$ cat config.mk
export PLATFORM = sky130hd
export DESIGN_NAME = icd_exec
export DESIGN_NICKNAME = d
export VERILOG_FILES = /design/src/rtl/icd_op_decode.v /design/src/rtl/icd_exec.v
export VERILOG_INCLUDE_DIRS = /design/src /design/src/rtl
export SDC_FILE = /design/constraint.sdc
export NUM_CORES = 1
export LEC_CHECK = 0
export BUFFER_PORTS_ARGS = -buffer_cell sky130_fd_sc_hd__buf_2
export CAP_MARGIN = 30
export CORE_MARGIN = 2
export CORE_UTILIZATION = 48
export DETAILED_ROUTE_END_ITERATION = 16
export PLACE_DENSITY = 0.8
export SYNTH_ARGS = -nofsm -noshare
export SYNTH_HDL_FRONTEND = slang
export SYNTH_SLANG_ARGS = --single-unit
$ cat constraint.sdc
create_clock -name clk_in -period 1.7 [get_ports clk_in]
set_clock_uncertainty 0.05 [all_clocks]
set_input_delay 0.085 -clock clk_in [delete_from_list [all_inputs] [get_ports clk_in]]
set_output_delay 0.085 -clock clk_in [all_outputs]
set_load 0.02 [all_outputs]
$ cat src/rtl/icd_regs.vh
// Purpose: constants for the clear/call/decrement execution subset
// Assumes: 14-bit instruction words, 8-bit data, 15-bit program counter
// Notes: opcode patterns follow the usual mid-range 14-bit encoding
`ifndef ICD_REGS_VH
`define ICD_REGS_VH

// ----------------------------------------------------------------
// Opcode patterns (14-bit instruction word)
// ----------------------------------------------------------------
`define ICD_OP_DOG_CLEAR 14'h0064
`define ICD_OP_IND_CALL 14'h000A
`define ICD_OP_ZERO_ACC 14'h0100
`define ICD_GRP_ZERO_FILE 7'h03
`define ICD_GRP_INVERT 6'h09
`define ICD_GRP_MINUS_ONE 6'h03
`define ICD_GRP_SKIP 6'h0B
`define ICD_GRP_ZERO_ACC 7'h02

// ----------------------------------------------------------------
// Field positions
// ----------------------------------------------------------------
`define ICD_IR_MSB 13
`define ICD_DEST_BIT 7
`define ICD_FADDR_MSB 6
`define ICD_GRP6_LSB 8
`define ICD_GRP7_LSB 7
`define ICD_PCH_MSB 6

// ----------------------------------------------------------------
// Values and reset states
// ----------------------------------------------------------------
`define ICD_BYTE_ZERO 8'h00
`define ICD_BYTE_ONE 8'h01
`define ICD_PC_ONE 15'h0001
`define ICD_PC_RESET 15'h0000
`define ICD_FADDR_RESET 7'h00
`define ICD_DEST_ACC 1'b0
`define ICD_DEST_FILE 1'b1

`endif

$ cat src/rtl/icd_op_decode.v
// Purpose: classify one instruction word into the handled operations
// Assumes: word is stable while ir_valid_in is high
// Notes: pure combinational; anything else gives no hit
`timescale 1ns/10ps
`include "icd_regs.vh"

module icd_op_decode (
    input wire [13:0] ir_in,
    output wire dog_clear_op_out,
    output wire indirect_call_op_out,
    output wire zero_acc_op_out,
    output wire zero_file_op_out,
    output wire invert_file_op_out,
    output wire file_minus_one_op_out,
    output wire count_down_skip_op_out
);

    // ------------------------------------------------------------
    // Whole-word and group-field matches
    // ------------------------------------------------------------
    assign dog_clear_op_out = (ir_in == `ICD_OP_DOG_CLEAR);
    assign indirect_call_op_out = (ir_in == `ICD_OP_IND_CALL);
    // Low seven bits are ignored, as any of them is a legal zero_acc
    assign zero_acc_op_out = (ir_in[`ICD_IR_MSB:`ICD_GRP7_LSB] ==
        `ICD_GRP_ZERO_ACC);
    assign zero_file_op_out = (ir_in[`ICD_IR_MSB:`ICD_GRP7_LSB] ==
        `ICD_GRP_ZERO_FILE);
    assign invert_file_op_out = (ir_in[`ICD_IR_MSB:`ICD_GRP6_LSB] ==
        `ICD_GRP_INVERT);
    assign file_minus_one_op_out = (ir_in[`ICD_IR_MSB:`ICD_GRP6_LSB] ==
        `ICD_GRP_MINUS_ONE);
    assign count_down_skip_op_out = (ir_in[`ICD_IR_MSB:`ICD_GRP6_LSB] ==
        `ICD_GRP_SKIP);

endmodule // icd_op_decode

$ cat src/rtl/icd_exec.v
// Purpose: execute clear, indirect call, invert and decrement ops
// Assumes: one instruction word per valid cycle from the fetch stage;
//          the core supplies file data read at the word's address,
//          and pc_in is the address of that same word
// Notes: all results are registered one cycle after the word is taken.
//        A word is taken on the rising edge with ir_valid_in high and
//        busy_out low; strobes then stand for exactly one cycle, and
//        data outputs other than file_addr_out hold until the next write of the same field.
//        After an indirect call, or a skip whose result is zero, the
//        fetch stage must drop the next word (flush_out), and this
//        block ignores whatever word is offered while busy_out is high.
//        Flag results are handed back with write strobes; the status
//        bits themselves live in the core, not here.
//        Words outside the handled set leave every strobe low, so the
//        rest of the core may decode them in parallel without clashing.
`timescale 1ns/10ps
`include "icd_regs.vh"

module icd_exec (
    input wire clk_in,
    input wire resetn_in,
    input wire ir_valid_in,
    input wire [13:0] ir_in,
    input wire [14:0] pc_in,
    input wire [7:0] acc_in,
    input wire [7:0] file_data_in,
    input wire [7:0] pc_high_latch_in,
    output reg busy_out,
    output reg acc_we_out,
    output reg [7:0] acc_data_out,
    output reg file_we_out,
    output reg [6:0] file_addr_out,
    output reg [7:0] file_data_out,
    output reg zero_we_out,
    output reg zero_flag_out,
    output reg status_we_out,
    output reg timeout_flag_out,
    output reg powerdown_flag_out,
    output reg watchdog_clear_out,
    output reg prescaler_clear_out,
    output reg stack_push_out,
    output reg [14:0] stack_top_out,
    output reg pc_load_out,
    output reg [14:0] pc_out,
    output reg flush_out
);

    // ------------------------------------------------------------
    // Decode
    // ------------------------------------------------------------
    // One hit line per handled operation; at most one is ever high
    wire op_dog;
    wire op_call;
    wire op_zacc;
    wire op_zfile;
    wire op_inv;
    wire op_dec;
    wire op_skip;

    icd_op_decode icd_op_decode_inst (
        .ir_in(ir_in),
        .dog_clear_op_out(op_dog),
        .indirect_call_op_out(op_call),
        .zero_acc_op_out(op_zacc),
        .zero_file_op_out(op_zfile),
        .invert_file_op_out(op_inv),
        .file_minus_one_op_out(op_dec),
        .count_down_skip_op_out(op_skip)
    );

    // Zero test shared by the invert, decrement and skip paths (the clears
    // set the flag directly), so those three paths cannot drift apart
    function is_zero;
        input [7:0] val;
        begin
            is_zero = (val == `ICD_BYTE_ZERO);
        end
    endfunction

    // ------------------------------------------------------------
    // Datapath
    // ------------------------------------------------------------
    wire take;
    wire dest;
    wire [6:0] faddr;
    wire [7:0] inv_res;
    wire [7:0] dec_res;
    wire [14:0] ret_addr;
    wire [14:0] call_target;

    // Second cycle of a two-cycle op ignores the word on the bus
    assign take = ir_valid_in && !busy_out;

    // Operand fields of the file-register forms
    assign dest = ir_in[`ICD_DEST_BIT];
    assign faddr = ir_in[`ICD_FADDR_MSB:0];

    // Both results are formed every cycle; the decode picks one.
    // Decrement wraps modulo 256, so zero minus one gives all ones
    assign inv_res = ~file_data_in;
    assign dec_res = file_data_in - `ICD_BYTE_ONE;

    // Return address and call target; bit 7 of the latch is dropped,
    // as the program counter is only fifteen bits wide
    assign ret_addr = pc_in + `ICD_PC_ONE;
    assign call_target = {pc_high_latch_in[`ICD_PCH_MSB:0], acc_in};

    // ------------------------------------------------------------
    // Next-state logic
    // ------------------------------------------------------------
    // Values that the output registers take at the next edge
    reg next_busy;
    reg next_acc_we;
    reg [7:0] next_acc_data;
    reg next_file_we;
    reg [7:0] next_file_data;
    reg next_zero_we;
    reg next_zero;
    reg next_status_we;
    reg next_dog;
    reg next_push;
    reg next_pc_load;
    reg next_flush;
    // Shared result of the three read-modify-write operations
    reg [7:0] result;
    reg has_result;

    // Only the operation taken this cycle raises any strobe
    always @* begin
        next_busy = 1'b0;
        next_acc_we = 1'b0;
        next_acc_data = acc_data_out;
        next_file_we = 1'b0;
        next_file_data = file_data_out;
        next_zero_we = 1'b0;
        next_zero = zero_flag_out;
        next_status_we = 1'b0;
        next_dog = 1'b0;
        next_push = 1'b0;
        next_pc_load = 1'b0;
        next_flush = 1'b0;
        result = `ICD_BYTE_ZERO;
        has_result = 1'b0;
        if (take) begin
            if (op_dog) begin
                // Flags return with the status strobe, beside the clears
                next_status_we = 1'b1;
                next_dog = 1'b1;
            end else if (op_call) begin
                // Push and load issue together; the stack sees the
                // old PC plus one before the PC moves
                next_push = 1'b1;
                next_pc_load = 1'b1;
                next_flush = 1'b1;
                next_busy = 1'b1;
            end else if (op_zacc) begin
                // Zero flag is set whatever the old accumulator held
                next_acc_we = 1'b1;
                next_acc_data = `ICD_BYTE_ZERO;
                next_zero_we = 1'b1;
                next_zero = 1'b1;
            end else if (op_zfile) begin
                // Address comes from the word; data and flag are fixed
                next_file_we = 1'b1;
                next_file_data = `ICD_BYTE_ZERO;
                next_zero_we = 1'b1;
                next_zero = 1'b1;
            end else if (op_inv) begin
                // Result is steered below by the destination bit
                result = inv_res;
                has_result = 1'b1;
                next_zero_we = 1'b1;
                next_zero = is_zero(inv_res);
            end else if (op_dec) begin
                // Same steering as invert; flag follows wrapped result
                result = dec_res;
                has_result = 1'b1;
                next_zero_we = 1'b1;
                next_zero = is_zero(dec_res);
            end else if (op_skip) begin
                // Status is left alone even when the skip is taken; the
                // dropped word costs the second cycle through busy_out
                result = dec_res;
                has_result = 1'b1; // flags untouched
                if (is_zero(dec_res)) begin
                    next_flush = 1'b1;
                    next_busy = 1'b1;
                end
            end
            if (has_result) begin
                if (dest == `ICD_DEST_FILE) begin
                    next_file_we = 1'b1;
                    next_file_data = result;
                end else begin
                    next_acc_we = 1'b1;
                    next_acc_data = result;
                end
            end
        end
    end

    // ------------------------------------------------------------
    // Output registers: operation strobes
    // ------------------------------------------------------------
    // Every strobe drops back to zero in a cycle with nothing taken,
    // so each is a one-cycle pulse the core may act on directly
    always @(posedge clk_in) begin
        if (!resetn_in) begin
            busy_out <= 1'b0;
            acc_we_out <= 1'b0;
            file_we_out <= 1'b0;
            zero_we_out <= 1'b0;
            status_we_out <= 1'b0;
            pc_load_out <= 1'b0;
            flush_out <= 1'b0;
        end else begin
            busy_out <= next_busy;
            acc_we_out <= next_acc_we;
            file_we_out <= next_file_we;
            zero_we_out <= next_zero_we;
            status_we_out <= next_status_we;
            pc_load_out <= next_pc_load;
            flush_out <= next_flush;
        end
    end

    // ------------------------------------------------------------
    // Output registers: result data
    // ------------------------------------------------------------
    // Data outputs hold between writes, so the core may sample them
    // late; the address follows every taken word, file form or not
    always @(posedge clk_in) begin
        if (!resetn_in) begin
            acc_data_out <= `ICD_BYTE_ZERO;
            file_addr_out <= `ICD_FADDR_RESET;
            file_data_out <= `ICD_BYTE_ZERO;
            zero_flag_out <= 1'b0;
        end else begin
            acc_data_out <= next_acc_data;
            if (take) begin
                file_addr_out <= faddr;
            end
            file_data_out <= next_file_data;
            zero_flag_out <= next_zero;
        end
    end

    // ------------------------------------------------------------
    // Output registers: watchdog and status bits
    // ------------------------------------------------------------
    // Flag values for the dog clear are constant ones; the enable
    // strobe tells the core when to take them, so nothing else here
    // can disturb the timeout or power-down bits
    always @(posedge clk_in) begin
        if (!resetn_in) begin
            timeout_flag_out <= 1'b1;
            powerdown_flag_out <= 1'b1;
            watchdog_clear_out <= 1'b0;
            prescaler_clear_out <= 1'b0;
        end else begin
            timeout_flag_out <= 1'b1;
            powerdown_flag_out <= 1'b1;
            watchdog_clear_out <= next_dog;
            prescaler_clear_out <= next_dog;
        end
    end

    // ------------------------------------------------------------
    // Output registers: return stack and program counter
    // ------------------------------------------------------------
    // Push value and target only move with their strobes, so a late
    // reader still sees the last call's return address and target
    always @(posedge clk_in) begin
        if (!resetn_in) begin
            stack_push_out <= 1'b0;
            stack_top_out <= `ICD_PC_RESET;
            pc_out <= `ICD_PC_RESET;
        end else begin
            stack_push_out <= next_push;
            if (next_push) begin
                stack_top_out <= ret_addr;
            end
            if (next_pc_load) begin
                pc_out <= call_target;
            end
        end
    end

endmodule // icd_exec

==> results.toml, run 1 <==
[outcome]
status = "finished, final reports clean"

[clock_network]
clockBufferDepth = 2
cts_buffers = 9
cts_root_buffer = "clkbuf_8"
cts_tree = "done"
clock_latency_ns = 0.33
clock-sinks = 60
cts_max_level = 3
path_clk_slew_ns = 0.07

[floorplan]
fp.dieArea_mm2 = 0.00657
dieHeight_um = 81.0
core-area_mm2 = 0.00582
ios = 122
rows = 28
fp.dieW_um = 81.0
start_util_pct = 49.0

[power_and_ir_drop]
switching_share_pct = 24.0
p_int_mw = 2.42
p_comb_share_pct = 11.9
p_clk_share_pct = 43.5
power_density_mw_per_mm2 = 785
p_total_mw = 3.19
seq_power_share_pct = 44.7
leakage_nw = 1.74
vdd_ir_drop_max_mv = 0.515
power_switching_uw = 765

[grt]
antenna_found_initial = 0
grt_util_all_layers_pct = 25.0
grt_overflow_total = 0
grt_pass1_vias = 2801
grt_pass1_wl_um = 12700
grt_start_max_net_pins = 31

[synthesis]
postSynthRegisterBits = 60
ys_seq_area_share_pct = 42.2
avgSynthCellArea_um2 = 8.93
ys_types = 50
synth_ff_type = "dfxtp_1"
async_flop_share_pct = 0
synth_edf_count = 0
synthCells = 319
syn_area_mm2 = 0.00285
yosysWarnings = 0

[worst_setup_path]
cp.required_ns = 1.90
crit_path_end_kind = "flip-flop"
crit_arrival_ns = 1.83
worst-setup-path-type = "primary input to flip-flop"
critical_path.max_fanout = 30
critPathLaunchType = "primary input"

[sta]
maxSlewViolCount = 0
setup_viol = 0
worst_hold_slack_ns = 0.0144
fin_crit_ns = 1.63
fin_crit_sh_pct = 95.8
hold_viol = 0
max_freq_mhz = 614
tns_ns = 0

[cells_and_area]
syn2layout_area_growth_pct = 42.7
drive_gt1_share_pct = 35.8
nFillCells = 473
fin_nets = 527
design_area_mm2 = 0.00406
fin_util_pct = 69.9
diodes = 0

[min_path]
hp-class = "primary input to flip-flop"

[drt]
wl_per_cell_um = 14.8
wl_um = 8090
vias = 3032
viasPerCell = 5.54
first_iter_violations = 154
firstDrtPassIters = 5
drc = 0
ant_nets = 0

[placed_design]
gp_congestion = 0.916
place_area_mm2 = 0.00355
hpwl_um = 5380
io_buffers = 118

[flow_run]
maxCapViolations = 0
[power by group through the flow]
stage                     Sequential (mW)  Combinational (mW)  Clock, mW
after floorplan                      1.47               0.142          0
after global placement               1.45               0.310          0
after detailed placement             1.46               0.317          0
after CTS                            1.42               0.362       1.41
after global routing                 1.42               0.412       1.47
final                                1.42               0.379       1.39
[logic make-up (layout without fill, tap and decap cells)]
| group | Yosys count | count (layout) | synth area share [%] |
|---|---|---|---|
| buffers and inverters | 32 | 184 | 5.93 |
| other | 1 | 2 | 0.132 |
| AOI/OAI and AO/OA | 97 | 97 | 21.2 |
| and+or+nand+nor | 102 | 102 | 21.6 |
| muxes | 3 | 3 | 1.05 |
| DFF | 60 | 60 | 42.2 |
| xor gates and xnor gates | 20 | 20 | 6.15 |
| adders and majority gates | 4 | 4 | 1.76 |
[registers in the layout, summed over array words and instances, names as in the netlist]
name / flops
zero_we_out: 1
flush_out: 1
pc_out: 15
file_data_out: 8
stack_top_out: 15
acc_data_out: 8
zero_flag_out: 1
stack_push_out: 1
file_addr_out: 7
file_we_out: 1
prescaler_clear_out: 1
acc_we_out: 1
[metrics by stage]
stage / worst slack [ns] / instances
2_1_floorplan: 0.158 / 320
3_3_place_gp: 0.108 / 505
3_5_place_dp: 0.0480 / 505
4_1_cts: 0.00934 / 546
5_1_grt: -0.00591 / 547
6_report: 0.0714 / 547
[worst max-delay path, stage by stage]
cell and delay [ns]:
dlygate4sd3_1 0.56, buf_2 0.16, nor4_4 0.28, and3_4 0.25, buf_12 0.18, a21oi_1 0.08, a211oi_1 0.23
[per-layer routing]
metal	global-route usage [%]	routed length (µm)
met2	39.6	3860
met3	8.22	745
met4	9.83	177
met1	31.5	3310
met5	0	0
[worst paths after layout]
path / startpoint / end / slack, ns / cells after the start
setup / recovery: ir_in[4] / stack_top_out[7] / 0.07 / 7
hold / removal: file_data_in[0] / file_data_out[0] / 0.01 / 3
setup reg to reg: flush_out / file_data_out[1] / 0.10 / 5
hold reg to reg: file_addr_out[3] / file_addr_out[3] / 0.41 / 2
[cells in the mapped netlist, types with 2 or more instances]
| master | number | share of area, % |
|---|---|---|
| nand2_1 | 20 | 2.6 |
| nand3b_1 | 2 | 0.53 |
| nand2b_1 | 2 | 0.44 |
| and3_1 | 2 | 0.44 |
| mux2i_1 | 3 | 1.1 |
| nor4_1 | 3 | 0.66 |
| inv_1 | 5 | 0.66 |
| and4_1 | 3 | 0.92 |
| a22o_1 | 12 | 3.7 |
| nor3_1 | 6 | 1.1 |
| nor2b_1 | 3 | 0.66 |
| a22oi_1 | 3 | 0.79 |
| a211oi_1 | 15 | 4.0 |
| nor3_4 | 2 | 1.1 |
| nor3b_1 | 2 | 0.53 |
| nand4b_1 | 2 | 0.62 |
| dfxtp_1 | 60 | 42 |
| nor2_2 | 3 | 0.66 |
| nand4_1 | 9 | 2.0 |
| buf_4 | 9 | 2.4 |
| nor2_1 | 8 | 1.1 |
| o21ai_1 | 9 | 1.6 |
| a21oi_1 | 42 | 7.4 |
| o21ai_0 | 8 | 1.4 |
| buf_2 | 6 | 1.1 |
| ha_1 | 4 | 1.8 |
| nand3_1 | 26 | 4.6 |
| xor2_1 | 8 | 2.5 |
| clkbuf_1 | 10 | 1.3 |
| xnor2_1 | 12 | 3.7 |
[layout by cell type (no fill, tap or decap), drive strengths merged, types with 2 or more instances in the layout]
master,instances
a22o,13
o21ai,17
nand4,9
ha,4
nand2,20
a211oi,15
dlygate4sd3,25
and3,2
a22oi,3
and4,3
dfxtp,60
nand2b,2
clkbuf,13
nand3,27
mux2i,3
inv,5
nor2b,3
xnor2,12
nor4,4
buf,137
nor2,11
conb,2
clkinv,2
nand4b,2
nor3b,3
nor3,9
a21oi,42
nand3b,2
xor2,8
[repair_timing]
item | 4_1_cts | 5_1_grt
endpoints found under the hold margin | 26 | 0
hold buffers | 25 | 0
buffers inserted | 0 | 1
setup endpoints to repair | 0 | 28
resized for setup | 0 | 8
[cell type report]
class                   instances  area (µm²)  area share (%)
inverters                       6        22.5           0.554
multi-input cells             228        1520            37.3
clock inverters                 3        42.5            1.05
clock buffers                  13         179            4.40
repair buffers                162        1010            24.8
well taps                      75        93.8            2.31
flip-flops and latches         60        1200            29.6
(Power assumes the default switching activity.)
==> inputs of run 2 (changes only) <==
--- a/config.mk
+++ b/config.mk
@@ -11,7 +11,7 @@
 export CORE_MARGIN = 2
 export CORE_UTILIZATION = 48
 export DETAILED_ROUTE_END_ITERATION = 16
-export PLACE_DENSITY = 0.8
+export PLACE_DENSITY_LB_ADDON = 0.1
 export SYNTH_ARGS = -nofsm -noshare
 export SYNTH_HDL_FRONTEND = slang
 export SYNTH_SLANG_ARGS = --single-unit
==> results.toml, run 2 (synthesis gave the netlist of run 1 again) <==
[worst_setup_path]
cp.depth = 7
cp_num_buf_inv = 3
cpPeakStageDelay_ns = 0.54
crit_chain = "dlygate4sd3_1, buf_2, nor4_2, and3_4, buf_12, a21oi_1, a211oi_1"
r2r_cells = 5
worst-setup-path-type = "primary input to flip-flop"
critPathLaunchType = "primary input"
crit_slowest_cell = "dlygate4sd3_1"
critical_path.max_fanout = 30
crit_arrival_ns = 1.83
cp.required_ns = 1.90
crit_path_end_kind = "flip-flop"
cp_top_family = "buffers and inverters"

[cells_and_area]
layout_common_cells = "118 x buf_2, 60 x dfxtp_1, 42 x a21oi_1"
syn2layout_area_growth_pct = 42.9
drive_gt1_share_pct = 35.7
reg.largest.list = "pc_out x15, stack_top_out x15"
design_area_mm2 = 0.00407
diodes = 0
fin_nets = 528
mostFrequentLayoutCell = "buf_2"

[grt]
antenna_found_initial = 0
grt_start_max_net_pins = 31
grt_overflow_total = 0
grt_pass1_vias = 2527
grt_util_all_layers_pct = 24.2
grt_pass1_wl_um = 12200

[sta]
max_freq_mhz = 612
fin_crit_sh_pct = 96.1
layout_setup_ws_ns = 0.0666
tns_ns = 0
setup_viol = 0
hold_viol = 0
fin_crit_ns = 1.63
worst_hold_slack_ns = 0.0313
maxSlewViolCount = 0

[placed_design]
gp_congestion = 0.861
io_buffers = 118
pre_cts_slack_ns = 0.000610
hpwl_um = 5410
place_area_mm2 = 0.00354

[drt]
wl_um = 7940
viasPerCell = 5.35
vias = 2933
ant_nets = 0
drc = 0
first_iter_violations = 134
firstDrtPassIters = 5
wl_per_cell_um = 14.5

[floorplan]
core-area_mm2 = 0.00582
rows = 28
dieHeight_um = 81.0
ios = 122
fp.dieArea_mm2 = 0.00657
start_util_pct = 49.0
fp.dieW_um = 81.0

[clock_network]
cts_tree = "done"
clock_latency_ns = 0.33
clockBufferDepth = 2
cts_max_level = 3
cts_root_buffer = "clkbuf_8"
clock-sinks = 60
postCtsSetupBuffers = 0
cts_buffers = 9
path_clk_slew_ns = 0.06

[min_path]
hold_path_depth = 3
hp-class = "primary input to flip-flop"

[power_and_ir_drop]
p_total_mw = 3.13
leakage_nw = 1.73
vdd_ir_drop_max_mv = 0.797
power_density_mw_per_mm2 = 770

[outcome]
status = "finished, final reports clean"

[flow_run]
maxCapViolations = 0
==> run 2: what timing repair did <==
action / in CTS / in global routing
setup endpoints to repair: 0 / 34
resized for setup: 0 / 7
hold endpoints to repair: 28 / 0
hold buffers: 28 / 0
==> run 2: worst register-to-register path, stage by stage, from the launching register on <==
cell and delay (ns):
dfxtp_1 0.33, and2b_2 0.32, and4b_1 0.27, buf_12 0.19, a21oi_1 0.09, a211oi_1 0.21
==> run 2: final cells by class <==
class                      instances  area, µm²
fill                             479       1750
multi-input combinational        228       1520
sequential                        60       1200
timing repair buffer             163       1020
clock buffer                      11        151
tap                               75       93.8
clock inverter                     5       60.1
inverter                           6       22.5
==> run 2: layer usage <==
| metal | up-vias | share of wire [%] | track usage, % |
|---|---|---|---|
| li1 | 1462 | - | - |
| met1 | 1353 | 43 | 30.2 |
| met2 | 100 | 50 | 39.5 |
| met3 | 18 | 5.5 | 6.11 |
| met4 | 0 | 2.4 | 10.7 |
| met5 | - | 0 | 0 |
==> run 2: worst paths after layout <==
kind                    endpoint  slack, ns             start
min          prescaler_clear_out       0.03         resetn_in
max             stack_top_out[8]       0.07          ir_in[0]
min reg2reg     file_addr_out[0]       0.41  file_addr_out[0]
max reg2reg     stack_top_out[8]       0.16         flush_out
==> run 2: power by group <==
part / switching (mW) / leakage, nW / total [mW] / internal (mW)
registers: 0.00623 / 0.485 / 1.42 / 1.42
clock network: 0.575 / 0.106 / 1.33 / 0.759
logic: 0.206 / 1.14 / 0.376 / 0.170
total: 0.788 / 1.73 / 3.13 / 2.35
==> run 2: per-stage QoR <==
| stage | utilization, % | std cells |
|---|---|---|
| after floorplan | - | 320 |
| after global placement | 60.9 | 504 |
| after detailed placement | 60.9 | 504 |
| after CTS | 69.4 | 548 |
| after global routing | 70.0 | 548 |
| final | 70.0 | 548 |
